File: src/fitm_pkg.sv
/*
 Shared constants and types for the fruit interface host port.
 Assumes one 100 MHz clock and an AHB-Lite register slave.
*/
`default_nettype none
package fitm_pkg;
    localparam int WORD_W = 16;
    localparam int GROUP_LEN = 4;
    localparam int CLK_PERIOD_NS = 10;

    // Mode encodings held in the mode register
    localparam logic [1:0] MODE_NORMAL = 2'h0;
    localparam logic [1:0] MODE_GEN_DIAG = 2'h1;
    localparam logic [1:0] MODE_XMIT_DIAG = 2'h2;
    localparam logic [1:0] MODE_LOOP = 2'h3;
    localparam logic [1:0] MODE_RESET = MODE_NORMAL;

    // Register byte offsets
    localparam logic [7:0] OFS_MODE = 8'h00;
    localparam logic [7:0] OFS_STATUS = 8'h04;
    localparam logic [7:0] OFS_INIT = 8'h08;

    // Field positions
    localparam int MODE_LSB = 0;
    localparam int INIT_BIT = 0;
    localparam int ST_OUT_BIT = 0;
    localparam int ST_IN_BIT = 1;
    localparam int ST_OUT_ADDR_LSB = 4;
    localparam int ST_IN_ADDR_LSB = 8;
    localparam int ST_MODE_LSB = 12;

    // Reset values, address base bit and counter limits
    localparam logic OUT_STATUS_INIT = 1'b0;
    localparam logic IN_STATUS_INIT = 1'b1;
    localparam logic ADDR_BASE_BIT = 1'b1;
    localparam logic [1:0] IDX_INIT = 2'h0;
    localparam logic [1:0] IDX_LAST = 2'h3;
    localparam logic [2:0] BURST_LAST = 3'h3;

    // Host pin positions in the synchronised pulse vector
    localparam int PIN_DOUT = 0;
    localparam int PIN_DIN = 1;
    localparam int PIN_CTRL = 2;
    localparam int PIN_INIT = 3;
    localparam int PIN_N = 4;

    typedef enum logic [2:0] {
        SEQ_IDLE = 3'b001,
        SEQ_READ = 3'b010,
        SEQ_WRITE = 3'b100
    } fitm_seq_type;

    typedef struct packed {
        logic read_pulse;
        logic write_pulse;
        logic [WORD_W-1:0] write_data;
    } fitm_ctl_req_type;

    typedef struct packed {
        logic read_valid;
        logic [WORD_W-1:0] read_data;
        logic write_strobe;
        logic input_addr_advance;
        logic out_status;
        logic in_status;
        logic [1:0] mode;
    } fitm_ctl_rsp_type;
endpackage
`default_nettype wire

File: src/fitm_host_port.sv
/*
 Fruit interface host port: two four-word mailboxes between the host CPU
 pins and the controller, with normal, generator diagnostic, transmitter
 diagnostic and loop-test modes, plus an AHB-Lite register slave.
 Assumes host pins are asynchronous and the controller runs on hclk.
*/
// The register offsets and the AHB-Lite interface to the registers were decided locally.
`timescale 1ns/1ps
`default_nettype none
module fitm_host_port
    import fitm_pkg::*;
(
    input wire logic hclk,
    input wire logic hresetn,
    input wire logic hsel,
    input wire logic [31:0] haddr,
    input wire logic [1:0] htrans,
    input wire logic hwrite,
    input wire logic [2:0] hsize,
    input wire logic [31:0] hwdata,
    input wire logic hready,
    output logic hreadyout,
    output logic hresp,
    output logic [31:0] hrdata,
    input wire logic host_data_out_pulse,
    input wire logic host_data_in_pulse,
    input wire logic host_control_out,
    input wire logic host_init_pulse,
    input wire logic [WORD_W-1:0] host_wdata,
    output logic [WORD_W-1:0] host_rdata,
    input wire fitm_ctl_req_type ctl_req,
    output fitm_ctl_rsp_type ctl_rsp
);

    function automatic logic group_end(input logic [1:0] idx);
        return idx == IDX_LAST;
    endfunction

    function automatic logic [2:0] location(input logic [1:0] idx);
        return {ADDR_BASE_BIT, idx};
    endfunction

    // A group end hands the memory to the other side, except in loop test
    function automatic logic hand_over(input logic [1:0] idx, input logic loop_on);
        return group_end(idx) && !loop_on;
    endfunction

    logic [PIN_N-1:0] pin_s1_reg;
    logic [PIN_N-1:0] pin_s2_reg;
    logic [PIN_N-1:0] pin_s3_reg;
    logic [WORD_W-1:0] data_s1_reg;
    logic [WORD_W-1:0] data_s2_reg;
    logic [PIN_N-1:0] rise;
    logic [PIN_N-1:0] fall;

    logic [1:0] mode_reg;
    logic [1:0] out_idx_reg;
    logic [1:0] in_idx_reg;
    logic out_status_reg;
    logic in_status_reg;
    logic [WORD_W-1:0] out_mem [GROUP_LEN];
    logic [WORD_W-1:0] in_mem [GROUP_LEN];
    fitm_seq_type seq_reg;
    logic [2:0] burst_reg;

    logic pend_reg;
    logic pend_write_reg;
    logic [7:0] pend_addr_reg;
    logic hreadyout_reg;
    logic hresp_reg;
    logic [31:0] hrdata_reg;
    logic [WORD_W-1:0] host_rdata_reg;
    logic rsp_read_valid_reg;
    logic [WORD_W-1:0] rsp_read_data_reg;
    logic rsp_write_strobe_reg;
    logic rsp_advance_reg;
    logic rsp_out_status_reg;
    logic rsp_in_status_reg;
    logic [1:0] rsp_mode_reg;

    logic loop;
    logic ctl_rd_ok;
    logic ctl_wr_ok;
    logic ctl_reading;
    logic ctl_writing;
    logic init;
    logic sw_mode_we;
    logic sw_init;
    logic out_step;
    logic in_step;
    logic in_we;
    logic [WORD_W-1:0] in_mux;
    logic [31:0] status_word;
    logic [31:0] read_word;

    // Two-flop synchronisers; the third stage only serves the edge detectors
    always_ff @(posedge hclk or negedge hresetn) begin
        if (!hresetn) begin
            pin_s1_reg <= '0;
            pin_s2_reg <= '0;
            pin_s3_reg <= '0;
            data_s1_reg <= '0;
            data_s2_reg <= '0;
        end else begin
            pin_s1_reg <= {host_init_pulse, host_control_out,
                           host_data_in_pulse, host_data_out_pulse};
            pin_s2_reg <= pin_s1_reg;
            pin_s3_reg <= pin_s2_reg;
            data_s1_reg <= host_wdata;
            data_s2_reg <= data_s1_reg;
        end
    end

    // Every host pulse becomes one-cycle strobes, so a long pulse steps once
    assign rise = pin_s2_reg & ~pin_s3_reg;
    assign fall = ~pin_s2_reg & pin_s3_reg;

    assign loop = mode_reg == MODE_LOOP;
    // Controller pulses are muted in loop test; only the generator
    // diagnostic mode uses the controller-to-CPU channel
    assign ctl_rd_ok = !loop && out_status_reg;
    assign ctl_wr_ok = (mode_reg == MODE_GEN_DIAG) && in_status_reg;

    assign sw_mode_we = pend_reg && pend_write_reg && pend_addr_reg == OFS_MODE;
    assign sw_init = pend_reg && pend_write_reg && pend_addr_reg == OFS_INIT
                     && hwdata[INIT_BIT];
    assign init = rise[PIN_INIT] || sw_init;

    // Mode register: host control pulse or software; software wins a tie
    always_ff @(posedge hclk or negedge hresetn) begin
        if (!hresetn) begin
            mode_reg <= MODE_RESET;
        end else if (sw_mode_we) begin
            mode_reg <= hwdata[MODE_LSB +: 2];
        end else if (rise[PIN_CTRL]) begin
            mode_reg <= data_s2_reg[MODE_LSB +: 2];
        end
    end

    // Controller transfer sequencer: four consecutive word cycles per burst
    always_ff @(posedge hclk or negedge hresetn) begin
        if (!hresetn) begin
            seq_reg <= SEQ_IDLE;
            burst_reg <= '0;
        end else if (init) begin
            seq_reg <= SEQ_IDLE;
            burst_reg <= '0;
        end else begin
            case (seq_reg)
                SEQ_IDLE: begin
                    burst_reg <= BURST_LAST;
                    if (ctl_req.read_pulse && ctl_rd_ok) begin
                        seq_reg <= SEQ_READ;
                    end else if (ctl_req.write_pulse && ctl_wr_ok) begin
                        seq_reg <= SEQ_WRITE;
                    end
                end
                SEQ_READ, SEQ_WRITE: begin
                    if (burst_reg == '0) begin
                        seq_reg <= SEQ_IDLE;
                    end else begin
                        burst_reg <= burst_reg - 3'h1;
                    end
                end
                default: begin
                    seq_reg <= SEQ_IDLE;
                end
            endcase
        end
    end

    assign ctl_reading = seq_reg == SEQ_READ;
    assign ctl_writing = seq_reg == SEQ_WRITE;

    // Output channel: CPU writes on the rising strobe, steps on the falling one
    assign out_step = fall[PIN_DOUT] || ctl_reading;

    always_ff @(posedge hclk) begin
        if (rise[PIN_DOUT]) begin
            out_mem[out_idx_reg] <= data_s2_reg;
        end
    end

    always_ff @(posedge hclk or negedge hresetn) begin
        if (!hresetn) begin
            out_idx_reg <= IDX_INIT;
            out_status_reg <= OUT_STATUS_INIT;
        end else if (init) begin
            out_idx_reg <= IDX_INIT;
            out_status_reg <= OUT_STATUS_INIT;
        end else if (out_step) begin
            out_idx_reg <= out_idx_reg + 2'h1;
            // Status hands the memory over after a full group; frozen in loop
            if (hand_over(out_idx_reg, loop)) begin
                out_status_reg <= ~out_status_reg;
            end
        end
    end

    // Input channel: loop test mirrors the just-written output word
    assign in_mux = loop ? out_mem[out_idx_reg] : ctl_req.write_data;
    assign in_we = ctl_writing || (loop && fall[PIN_DOUT]);
    assign in_step = fall[PIN_DIN] || ctl_writing
                     || (loop && fall[PIN_DOUT]);

    always_ff @(posedge hclk) begin
        if (in_we) begin
            in_mem[in_idx_reg] <= in_mux;
        end
    end

    always_ff @(posedge hclk or negedge hresetn) begin
        if (!hresetn) begin
            in_idx_reg <= IDX_INIT;
            in_status_reg <= IN_STATUS_INIT;
        end else if (init) begin
            in_idx_reg <= IDX_INIT;
            in_status_reg <= IN_STATUS_INIT;
        end else if (in_step) begin
            in_idx_reg <= in_idx_reg + 2'h1;
            if (hand_over(in_idx_reg, loop)) begin
                in_status_reg <= ~in_status_reg;
            end
        end
    end

    // Host read data follows the word the input counter points at
    always_ff @(posedge hclk or negedge hresetn) begin
        if (!hresetn) begin
            host_rdata_reg <= '0;
        end else begin
            host_rdata_reg <= in_mem[in_idx_reg];
        end
    end

    // Controller-side outputs, one cycle behind the sequencer
    always_ff @(posedge hclk or negedge hresetn) begin
        if (!hresetn) begin
            rsp_read_valid_reg <= 1'b0;
            rsp_read_data_reg <= '0;
        end else begin
            rsp_read_valid_reg <= ctl_reading;
            rsp_read_data_reg <= out_mem[out_idx_reg];
        end
    end

    // One four-cycle advance pulse rides along the four-cycle write strobe
    always_ff @(posedge hclk or negedge hresetn) begin
        if (!hresetn) begin
            rsp_write_strobe_reg <= 1'b0;
            rsp_advance_reg <= 1'b0;
        end else begin
            rsp_write_strobe_reg <= ctl_writing;
            rsp_advance_reg <= ctl_writing;
        end
    end

    // Status and mode are mirrored so the controller can poll them
    always_ff @(posedge hclk or negedge hresetn) begin
        if (!hresetn) begin
            rsp_out_status_reg <= 1'b0;
            rsp_in_status_reg <= 1'b0;
            rsp_mode_reg <= '0;
        end else begin
            rsp_out_status_reg <= out_status_reg;
            rsp_in_status_reg <= in_status_reg;
            rsp_mode_reg <= mode_reg;
        end
    end

    always_comb begin
        status_word = '0;
        status_word[ST_OUT_BIT] = out_status_reg;
        status_word[ST_IN_BIT] = in_status_reg;
        status_word[ST_OUT_ADDR_LSB +: 3] = location(out_idx_reg);
        status_word[ST_IN_ADDR_LSB +: 3] = location(in_idx_reg);
        status_word[ST_MODE_LSB +: 2] = mode_reg;
    end

    always_comb begin
        read_word = '0;
        case (pend_addr_reg)
            OFS_MODE: read_word[MODE_LSB +: 2] = mode_reg;
            OFS_STATUS: read_word = status_word;
            default: read_word = '0;
        endcase
    end

    // AHB-Lite slave: one wait state on every transfer so read data is a flop
    always_ff @(posedge hclk or negedge hresetn) begin
        if (!hresetn) begin
            pend_reg <= 1'b0;
            pend_write_reg <= 1'b0;
            pend_addr_reg <= '0;
            hreadyout_reg <= 1'b1;
            hrdata_reg <= '0;
        end else if (pend_reg) begin
            pend_reg <= 1'b0;
            hreadyout_reg <= 1'b1;
            hrdata_reg <= pend_write_reg ? 32'h0000_0000 : read_word;
        end else if (hready && hsel && htrans[1]) begin
            pend_reg <= 1'b1;
            pend_write_reg <= hwrite;
            pend_addr_reg <= {haddr[7:2], 2'b00};
            hreadyout_reg <= 1'b0;
        end
    end

    // Only word transfers are defined; hsize is accepted but not checked
    always_ff @(posedge hclk or negedge hresetn) begin
        if (!hresetn) begin
            hresp_reg <= 1'b0;
        end else begin
            hresp_reg <= 1'b0;
        end
    end

    assign hreadyout = hreadyout_reg;
    assign hresp = hresp_reg;
    assign hrdata = hrdata_reg;
    assign host_rdata = host_rdata_reg;
    always_comb begin
        ctl_rsp.read_valid = rsp_read_valid_reg;
        ctl_rsp.read_data = rsp_read_data_reg;
        ctl_rsp.write_strobe = rsp_write_strobe_reg;
        ctl_rsp.input_addr_advance = rsp_advance_reg;
        ctl_rsp.out_status = rsp_out_status_reg;
        ctl_rsp.in_status = rsp_in_status_reg;
        ctl_rsp.mode = rsp_mode_reg;
    end

endmodule
`default_nettype wire

File: config.mk
export PLATFORM = sky130hd
export DESIGN_NAME = fitm_host_port
export DESIGN_NICKNAME = d
export VERILOG_FILES = /design/src/fitm_pkg.sv /design/src/fitm_host_port.sv
export SDC_FILE = /design/constraint.sdc
export NUM_CORES = 1
export LEC_CHECK = 0
export BUFFER_PORTS_ARGS = -buffer_cell sky130_fd_sc_hd__buf_2
export CORE_ASPECT_RATIO = 0.6
export CORE_MARGIN = 2
export CORE_UTILIZATION = 49
export DETAILED_ROUTE_END_ITERATION = 7
export PLACE_DENSITY = 0.76
export SYNTH_ARGS = -nofsm -noshare
export SYNTH_HDL_FRONTEND = slang
export SYNTH_SLANG_ARGS = --single-unit
File: constraint.sdc
create_clock -name hclk -period 1.91 [get_ports hclk]
set_input_delay 0.191 -clock hclk [delete_from_list [all_inputs] [get_ports hclk]]
set_output_delay 0.191 -clock hclk [all_outputs]
set_load 0.03 [all_outputs]
==> impl_metrics.csv, run 1 <==
group,metric,value,unit
status,status,"complete, no violations",
synthesis,synth_edf_count,128,
job,cap_violations,0,
routing,drt-initial-drc-count,336,
pwr,p_total,13400,µW
synthesis,ys_async_sr_fraction,47.1,%
sta,hold_viol_final,0,
sta,setup_viol,0,
pwr,combPwrFrac,20.0,%
sta,clock_skew,0.0133,ns
layout,layout-drive-gt1-share,36.4,%
pwr,intPower,9710,µW
synthesis,yosys_most_used_dff,"edfxtp_1",
layout,fin_cells,858,
die,fp.dieArea,19000,µm²
clock_tree,cts_tree,"done",
sta,rsz0062_at_grt,"no",
setup_path,worstPathCellList,"nor4_1 > nand2_1 > or4b_4 > mux2_4",
setup_path,path_buf_inv,0,
sta,max_freq,0.549,GHz
global_routing,grt_pass1_vias,4494,
routing,route.detailed.drc,0,
pwr,powerDensity,1260,nW/µm²
placed_design,place_hpwl,10.6,mm
setup_path,arrival,2.21,ns
pwr,pwr-share-seq,48.0,%
global_routing,grt-ovfl-total,0,
layout,reg_top3,"in_mem (64), out_mem (64)",
setup_path,ff2ff_setup_slack,0.09,ns
clock_tree,numCtsBuffers,22,
layout,design_area,10600,µm²
setup_path,startpoint_type,"flip-flop",
synthesis,yosysSeqAreaShare,76.6,%
routing,wl_per_cell,18.5,µm
placed_design,port_buffers,101,
clock_tree,cts_resized,0,
setup_path,critPathCaptureType,"flip-flop",
routing,ant_nets,0,
setup_path,critPathMaxFanout,4,
placed_design,placed_area,9640,µm²
sta,fin_setup_tns,0,ns
setup_path,critPathTopFamily,"simple AND/OR/NAND/NOR gates",
clock_tree,clkLatencyLatePin,0.50,ns
synthesis,synth-seq-cells,242,
routing,vias,4307,
setup_path,crit_path_top_delay_cell,"or4b_4",
clock_tree,htreeDepth,1,
die,fp-row-count,37,
global_routing,track_usage,17.3,%
die,ios,185,
synthesis,yosysUniqueCellTypes,47,
pwr,power.share.switching,27.4,%
synthesis,synth_area,8740,µm²
routing,dr.pass1.iters,4,
die,die_h,107,µm
setup_path,worstPathRequired,2.30,ns
clock_tree,cts.clk_slew.worst_paths,0.06,ns
synthesis,synth_cells,448,
pwr,p_leak,0.00427,µW
placed_design,place.gp.congestion,0.818,
synthesis,synth.avg_cell_area,19.5,µm²
global_routing,grt_max_degree,42,
clock_tree,clockBufferDepth,3,
die,fp.coreArea,17300,µm²
sta,finalCriticalPeriod,1.82,ns
layout,antenna_cells,0,
pwr,vdd_drop_max,0.000505,V
clock_tree,clockRootBuffer,"clkbuf_16",
placed_design,place_inst,788,
pwr,p_sw,3660,µW
sta,whs,0.0542,ns
sta,slew_headroom,66.7,%
sta,finalMaxSlewViolations,0,
routing,routed_via_density,5.02,
die,start_util,50.5,%
global_routing,grt_pass1_wl,24.9,mm
sta,min_period_over_period,95.3,%
die,die_w,176,µm
layout,synthToLayoutAreaGrowth,21.8,%
sta,worst_slew_pin_slew,0.496,ns
routing,finalWirelength,15.9,mm
global_routing,antenna_found_initial,0,
clock_tree,cts.sinks,242,
synthesis,ys_warn_count,0,
layout,nets,730,
clock_tree,cts_setup_buffers,0,
hold_path,min_path_type,"primary input to flip-flop",
pwr,pwr-share-clk,31.9,%
setup_path,crit_path_max_incr_delay,0.54,ns
setup_path,worst-setup-path-type,"flip-flop to flip-flop",
[cell families after synthesis]
family / Yosys count / share of synthesized area [%]
compound gates: 26 / 2.26
xor+xnor: 5 / 0.501
fa+ha+maj: 11 / 1.55
buf+inv: 53 / 3.66
flops: 242 / 76.6
mux: 63 / 12.3
other cells: 1 / 0.0429
simple gates: 47 / 3.08
[power by group through the flow]
stage | registers (µW) | clock network, µW | logic, µW
5_1_grt | 6470 | 4560 | 2860
4_1_cts | 6420 | 4340 | 2710
2_1_floorplan | 7000 | 0 | 1290
3_3_place_gp | 6490 | 0 | 2590
3_5_place_dp | 6520 | 0 | 2650
6_report | 6420 | 4270 | 2680
[area by class of cell]
class | instances | area (µm²)
multi-input combinational | 175 | 1800
clock buffer | 34 | 651
inverter | 10 | 37.5
tap | 234 | 293
fill | 1255 | 6670
clock inverter | 6 | 58.8
sequential | 242 | 6700
timing repair buffer | 157 | 1100
[cell usage after synthesis (2+ instances only)]
master | number | area (µm²)
a211oi_1 | 2 | 15.0
a21oi_1 | 3 | 15.0
a22o_1 | 6 | 52.6
and2_1 | 8 | 50.1
buf_2 | 7 | 35.0
buf_4 | 30 | 225
clkbuf_1 | 6 | 22.5
dfrtp_1 | 111 | 2780
dfstp_2 | 3 | 78.8
edfxtp_1 | 128 | 3840
ha_1 | 10 | 125
inv_1 | 9 | 33.8
mux2_2 | 25 | 282
mux2_4 | 2 | 30.0
mux2i_1 | 4 | 40.0
mux4_2 | 32 | 721
nand2_1 | 7 | 26.3
nand2b_1 | 4 | 25.0
nor2_1 | 9 | 33.8
nor2b_1 | 4 | 25.0
nor3_1 | 4 | 20.0
nor3b_1 | 2 | 15.0
o211ai_1 | 2 | 15.0
o21ai_0 | 3 | 15.0
o2bb2ai_1 | 2 | 17.5
xnor2_1 | 2 | 17.5
xor2_1 | 3 | 26.3
[per-layer routing]
layer	share of wire (%)	global-route usage (%)	vias up
met2	46	26.4	141
met4	2.6	5.49	0
li1	-	-	1944
met3	6.0	3.71	39
met5	0	0	-
met1	45	25.3	2183
[worst paths after layout]
kind / startpoint / to / cells past startpoint
hold reg to reg: data_s1_reg[2] / data_s2_reg[2] / 0
min in group asynchronous: hresetn / pin_s1_reg[1] / 2
max in group asynchronous: hresetn / data_s1_reg[6] / 3
setup reg to reg: pend_addr_reg[5] / mode_reg[0] / 4
hold / removal: ctl_req[3] / in_mem[2][3] / 2
setup / recovery: pend_addr_reg[5] / mode_reg[0] / 4
[placed cells by master, fill, tap and decap left out, types with 4 or more instances in the layout]
master / count
dfrtp_1: 111
buf_4: 19
edfxtp_1: 128
clkbuf_16: 23
mux2i_1: 4
clkbuf_1: 7
conb_1: 23
nand2b_1: 4
nor2_1: 9
buf_12: 8
nand2_1: 7
a22o_1: 6
buf_2: 100
mux4_2: 32
inv_1: 9
nor3_1: 4
mux2_2: 25
ha_1: 10
and2_1: 8
dlygate4sd3_1: 30
nor2b_1: 4
clkinv_2: 4
[through the flow]
step	utilization (%)	setup WS (ns)
after floorplan	-	0.00306
after global placement	55.7	0.146
after detailed placement	55.7	0.107
after CTS	61.5	0.0916
after global routing	61.5	0.0536
final	61.5	0.0900
[timing repair]
item | CTS | global route
hold endpoints to repair | 58 | 0
endpoints found under the setup margin | 0 | 0
hold buffers | 30 | 0
Power figures use the tool's default switching activity.
==> inputs of run 2 (changes only) <==
- CTS_BUF_LIST: default -> sky130_fd_sc_hd__clkbuf_4 sky130_fd_sc_hd__clkbuf_8 sky130_fd_sc_hd__clkbuf_16
==> run 2 against run 1 <==
- design area grew 0.25%
- critical endpoint unchanged
- largest power group unchanged
- power grew 0.72%
- non-clock buffer count is the same
- critical path depth is the same
- first-iteration DRC count grew 6.8%
- wire length shrank 0.21%
- combinational power is essentially flat
==> impl_metrics.csv, run 2 (same netlist as run 1, synthesis figures left out) <==
group,metric,value,unit
setup_path,critPathTopFamily,"simple AND/OR/NAND/NOR gates",
sta,hold_viol_final,0,
setup_path,crit_path_top_delay_cell,"or4b_4",
sta,min_period_over_period,95.3,%
global_routing,grt-ovfl-total,0,
layout,nets,730,
setup_path,worstSetupPathDepth,4,
global_routing,track_usage,17.2,%
die,fp.coreArea,17300,µm²
routing,route.detailed.drc,0,
global_routing,grt_pass1_vias,4476,
layout,final_cell_mix,"edfxtp_1 (128), dfrtp_1 (111), buf_2 (100), mux4_2 (32), dlygate4sd3_1 (30)",
setup_path,worst-setup-path-type,"flip-flop to flip-flop",
layout,nFillCells,1250,
routing,ant_nets,0,
die,start_util,50.5,%
layout,reg_top3,"in_mem (64), out_mem (64)",
layout,layout-drive-gt1-share,37.5,%
hold_path,min_path_type,"primary input to flip-flop",
die,fp.dieArea,19000,µm²
placed_design,pre_cts_slack,0.107,ns
die,die_w,176,µm
routing,wl_per_cell,18.5,µm
pwr,vdd_drop_max,0.000507,V
setup_path,worstPathRequired,2.30,ns
hold_path,holdPathStages,2,
setup_path,crit_path_max_incr_delay,0.54,ns
clock_tree,numCtsBuffers,22,
sta,worst_slew_pin_slew,0.513,ns
sta,whs,0.0528,ns
global_routing,antenna_found_initial,0,
routing,drt-initial-drc-count,359,
die,fp-row-count,37,
routing,finalWirelength,15.9,mm
sta,finalCriticalPeriod,1.82,ns
clock_tree,htreeDepth,1,
sta,clock_skew,0.0158,ns
routing,routed_via_density,4.99,
placed_design,place.gp.congestion,0.818,
sta,rsz0062_at_grt,"no",
pwr,p_leak,0.00430,µW
sta,max_freq,0.549,GHz
sta,setup_viol,0,
setup_path,worstPathCellList,"nor4_1 > nand2_1 > or4b_4 > mux2_4",
sta,timing.final.ws_setup,0.0896,ns
pwr,powerDensity,1260,nW/µm²
die,ios,185,
setup_path,critPathCaptureType,"flip-flop",
setup_path,critPathMaxFanout,4,
global_routing,grt_max_degree,42,
sta,fin_setup_tns,0,ns
setup_path,path_buf_inv,0,
clock_tree,cts.sinks,242,
clock_tree,cts.clk_slew.worst_paths,0.06,ns
status,status,"complete, no violations",
placed_design,port_buffers,101,
global_routing,grt_pass1_wl,24.7,mm
pwr,p_total,13500,µW
placed_design,place_hpwl,10.6,mm
clock_tree,cts_resized,0,
sta,slew_headroom,65.6,%
clock_tree,cts_tree,"done",
layout,antenna_cells,0,
die,die_h,107,µm
job,cap_violations,0,
setup_path,startpoint_type,"flip-flop",
layout,synthToLayoutAreaGrowth,22.1,%
layout,layout_commonest_cell,"edfxtp_1",
routing,dr.pass1.iters,4,
setup_path,worstRegToRegCells,4,
clock_tree,clockBufferDepth,3,
clock_tree,clkLatencyLatePin,0.50,ns
clock_tree,clockRootBuffer,"clkbuf_16",
routing,vias,4280,
clock_tree,cts_setup_buffers,0,
sta,finalMaxSlewViolations,0,
setup_path,arrival,2.21,ns
-- run 2: cell type report --
| class | count | area [µm²] | share of cell area, % |
|---|---|---|---|
| tap | 234 | 293 | 2.74 |
| clock buffer | 34 | 677 | 6.34 |
| multi-input combinational | 175 | 1800 | 16.9 |
| clock inverter | 6 | 58.8 | 0.551 |
| sequential | 242 | 6700 | 62.8 |
| inverter | 10 | 37.5 | 0.352 |
| timing repair buffer | 157 | 1100 | 10.3 |
-- run 2: power by group --
group	internal, µW	switching (µW)	leakage [µW]
logic	1080	1600	0.00140
registers	6140	277	0.00252
clock network	2590	1780	0.000376
total	9810	3650	0.00430
-- run 2: repair_timing --
action	in CTS	in global routing
endpoints found under the setup margin	0	0
endpoints found under the hold margin	58	0
hold buffers	30	0
-- run 2: final timing paths --
path | slack [ns] | from | end
worst max-delay path | 0.09 | pend_addr_reg[5] | mode_reg[0]
worst min-delay path | 0.05 | ctl_req[3] | in_mem[2][3]
worst max register to register | 0.09 | pend_addr_reg[5] | mode_reg[0]
worst min register to register | 0.35 | data_s1_reg[5] | data_s2_reg[5]
max in group asynchronous | 1.18 | hresetn | data_s1_reg[8]
min in group asynchronous | 0.18 | hresetn | pin_s1_reg[1]
-- run 2: stage by stage --
step,area (µm²),std cells,utilization (%)
detailed placement,9640,788,55.7
global placement,9640,788,55.7
CTS,10700,858,61.6
finish,10700,858,61.6
global route,10700,858,61.6
floorplan,8830,470,-
-- run 2: layer usage --
layer | routed length, µm | vias to the layer above | global-route usage [%]
li1 | - | 1943 | -
met1 | 7130 | 2162 | 25.2
met2 | 7380 | 140 | 26.5
met3 | 1000 | 35 | 3.53
met4 | 377 | 0 | 5.02
met5 | 0 | - | 0
-- run 2: worst register-to-register path, delay by kind of cell, from the launching register on --
| kind | cells | cell delay [ns] |
|---|---|---|
| DFF | 1 | 0.38 |
| and+or+nand+nor | 3 | 1.02 |
| muxes | 1 | 0.31 |
==> inputs of run 3 (changes only) <==
- RECOVER_POWER: default -> 25
==> run 3 against run 2 <==
- worst hold slack worse by 0.00063 ns
- clock skew hardly changed
- global-route usage stayed put
- first-iteration DRC count stayed put
- sequential share of layout area hardly changed
- wire length is 0.28% lower
- critical path type unchanged
- via count is 0.28% lower
- core utilization hardly changed
==> impl_metrics.csv, run 3 (same netlist as run 1, synthesis figures left out) <==
group,metric,value,unit
clock_tree,numCtsBuffers,22,
layout,reg_top3,"in_mem (64), out_mem (64)",
sta,finalMaxSlewViolations,0,
status,status,"complete, no violations",
global_routing,track_usage,17.2,%
global_routing,grt-ovfl-total,0,
routing,wl_per_cell,18.5,µm
layout,layout_commonest_cell,"edfxtp_1",
placed_design,place.gp.congestion,0.818,
layout,antenna_cells,0,
sta,slew_headroom,45.3,%
setup_path,startpoint_type,"flip-flop",
placed_design,placed_area,9640,µm²
job,cap_violations,0,
clock_tree,cts_setup_buffers,0,
die,ios,185,
clock_tree,clockRootBuffer,"clkbuf_16",
global_routing,antenna_found_initial,0,
die,die_w,176,µm
sta,clock_skew,0.0155,ns
layout,fin_cells,858,
placed_design,port_buffers,101,
routing,finalWirelength,15.8,mm
setup_path,worstPathRequired,2.30,ns
layout,design_area,10700,µm²
sta,setup_viol,0,
routing,route.detailed.drc,0,
placed_design,place_hpwl,10.6,mm
sta,hold_viol_final,0,
clock_tree,cts.clk_slew.worst_paths,0.06,ns
sta,worst_slew_pin_slew,0.820,ns
layout,synthToLayoutAreaGrowth,22.0,%
sta,max_freq,0.550,GHz
clock_tree,htreeDepth,1,
layout,nets,730,
setup_path,critPathMaxFanout,4,
layout,utilization,61.6,%
layout,final_cell_mix,"edfxtp_1 (128), dfrtp_1 (111), buf_2 (97), mux4_2 (32), dlygate4sd3_1 (30)",
layout,nFillCells,1251,
placed_design,pre_cts_slack,0.107,ns
setup_path,critPathCaptureType,"flip-flop",
die,fp-row-count,37,
routing,drt-initial-drc-count,359,
clock_tree,cts_resized,0,
global_routing,grt_pass1_wl,24.7,mm
placed_design,place_inst,788,
setup_path,worst-setup-path-type,"flip-flop to flip-flop",
layout,layout-drive-gt1-share,36.9,%
global_routing,grt_pass1_vias,4476,
pwr,powerDensity,1260,nW/µm²
sta,finalCriticalPeriod,1.82,ns
sta,fin_setup_tns,0,ns
routing,vias,4268,
setup_path,arrival,2.21,ns
clock_tree,clkLatencyLatePin,0.50,ns
sta,rsz0062_at_grt,"no",
sta,min_period_over_period,95.2,%
die,die_h,107,µm
routing,routed_via_density,4.97,
pwr,vdd_drop_max,0.000507,V
die,start_util,50.5,%
clock_tree,holdBufCountCts,30,
clock_tree,clockBufferDepth,3,
hold_path,min_path_type,"primary input to flip-flop",
clock_tree,cts_tree,"done",
pwr,p_leak,0.00429,µW
die,fp.coreArea,17300,µm²
global_routing,grt_max_degree,42,
sta,timing.final.ws_setup,0.0908,ns
die,fp.dieArea,19000,µm²
routing,dr.pass1.iters,4,
routing,ant_nets,0,
clock_tree,cts.sinks,242,
==> run 3: changes by cell type in the layout (fill, tap and decap cells not counted), sizes merged <==
cell    delta
buf        -4
clkbuf     +4
==> run 3: final cells by class <==
cell class / instances / area, µm² / area share, %
Sequential cell: 242 / 6700 / 62.8
Inverter: 10 / 37.5 / 0.352
Clock buffer: 34 / 677 / 6.35
Timing Repair Buffer: 157 / 1100 / 10.3
Tap cell: 234 / 293 / 2.74
Clock inverter: 6 / 58.8 / 0.551
Multi-Input combinational cell: 175 / 1800 / 16.9
==> run 3: critical path: stages, from the launching register on <==
cell,delay [ns]
dfrtp_1,0.38
nor4_1,0.30
nand2_1,0.18
or4b_4,0.54
mux2_4,0.31
==> run 3: stage by stage <==
step	power, µW	hold WS [ns]
floorplan	8290	-0.105
global placement	9080	0.151
detailed placement	9170	0.159
CTS	13600	0.0330
global route	14000	0.0538
finish	13500	0.0521
==> run 3: where the power goes <==
part	switching (µW)	internal, µW	leakage [µW]	total [µW]
registers	276	6140	0.00252	6420
clock network	1780	2590	0.000376	4370
logic	1600	1080	0.00139	2670
==> run 3: final timing paths <==
path	startpoint	to	slack [ns]	depth (start not counted)
worst max register to register	pend_addr_reg[5]	mode_reg[0]	0.09	4
worst min register to register	data_s1_reg[5]	data_s2_reg[5]	0.35	0
min in group asynchronous	hresetn	pin_s2_reg[1]	0.33	2
worst min-delay path	ctl_req[3]	in_mem[2][3]	0.05	2
worst max-delay path	pend_addr_reg[5]	mode_reg[0]	0.09	4
max in group asynchronous	hresetn	data_s1_reg[8]	0.89	3
==> run 3: layer usage <==
layer	wire length [µm]	part of all wire (%)	global-route usage (%)
met1	7060	45	25.2
met2	7400	47	26.5
met3	1030	6.5	3.53
met4	357	2.3	5.02
met5	0	0	0
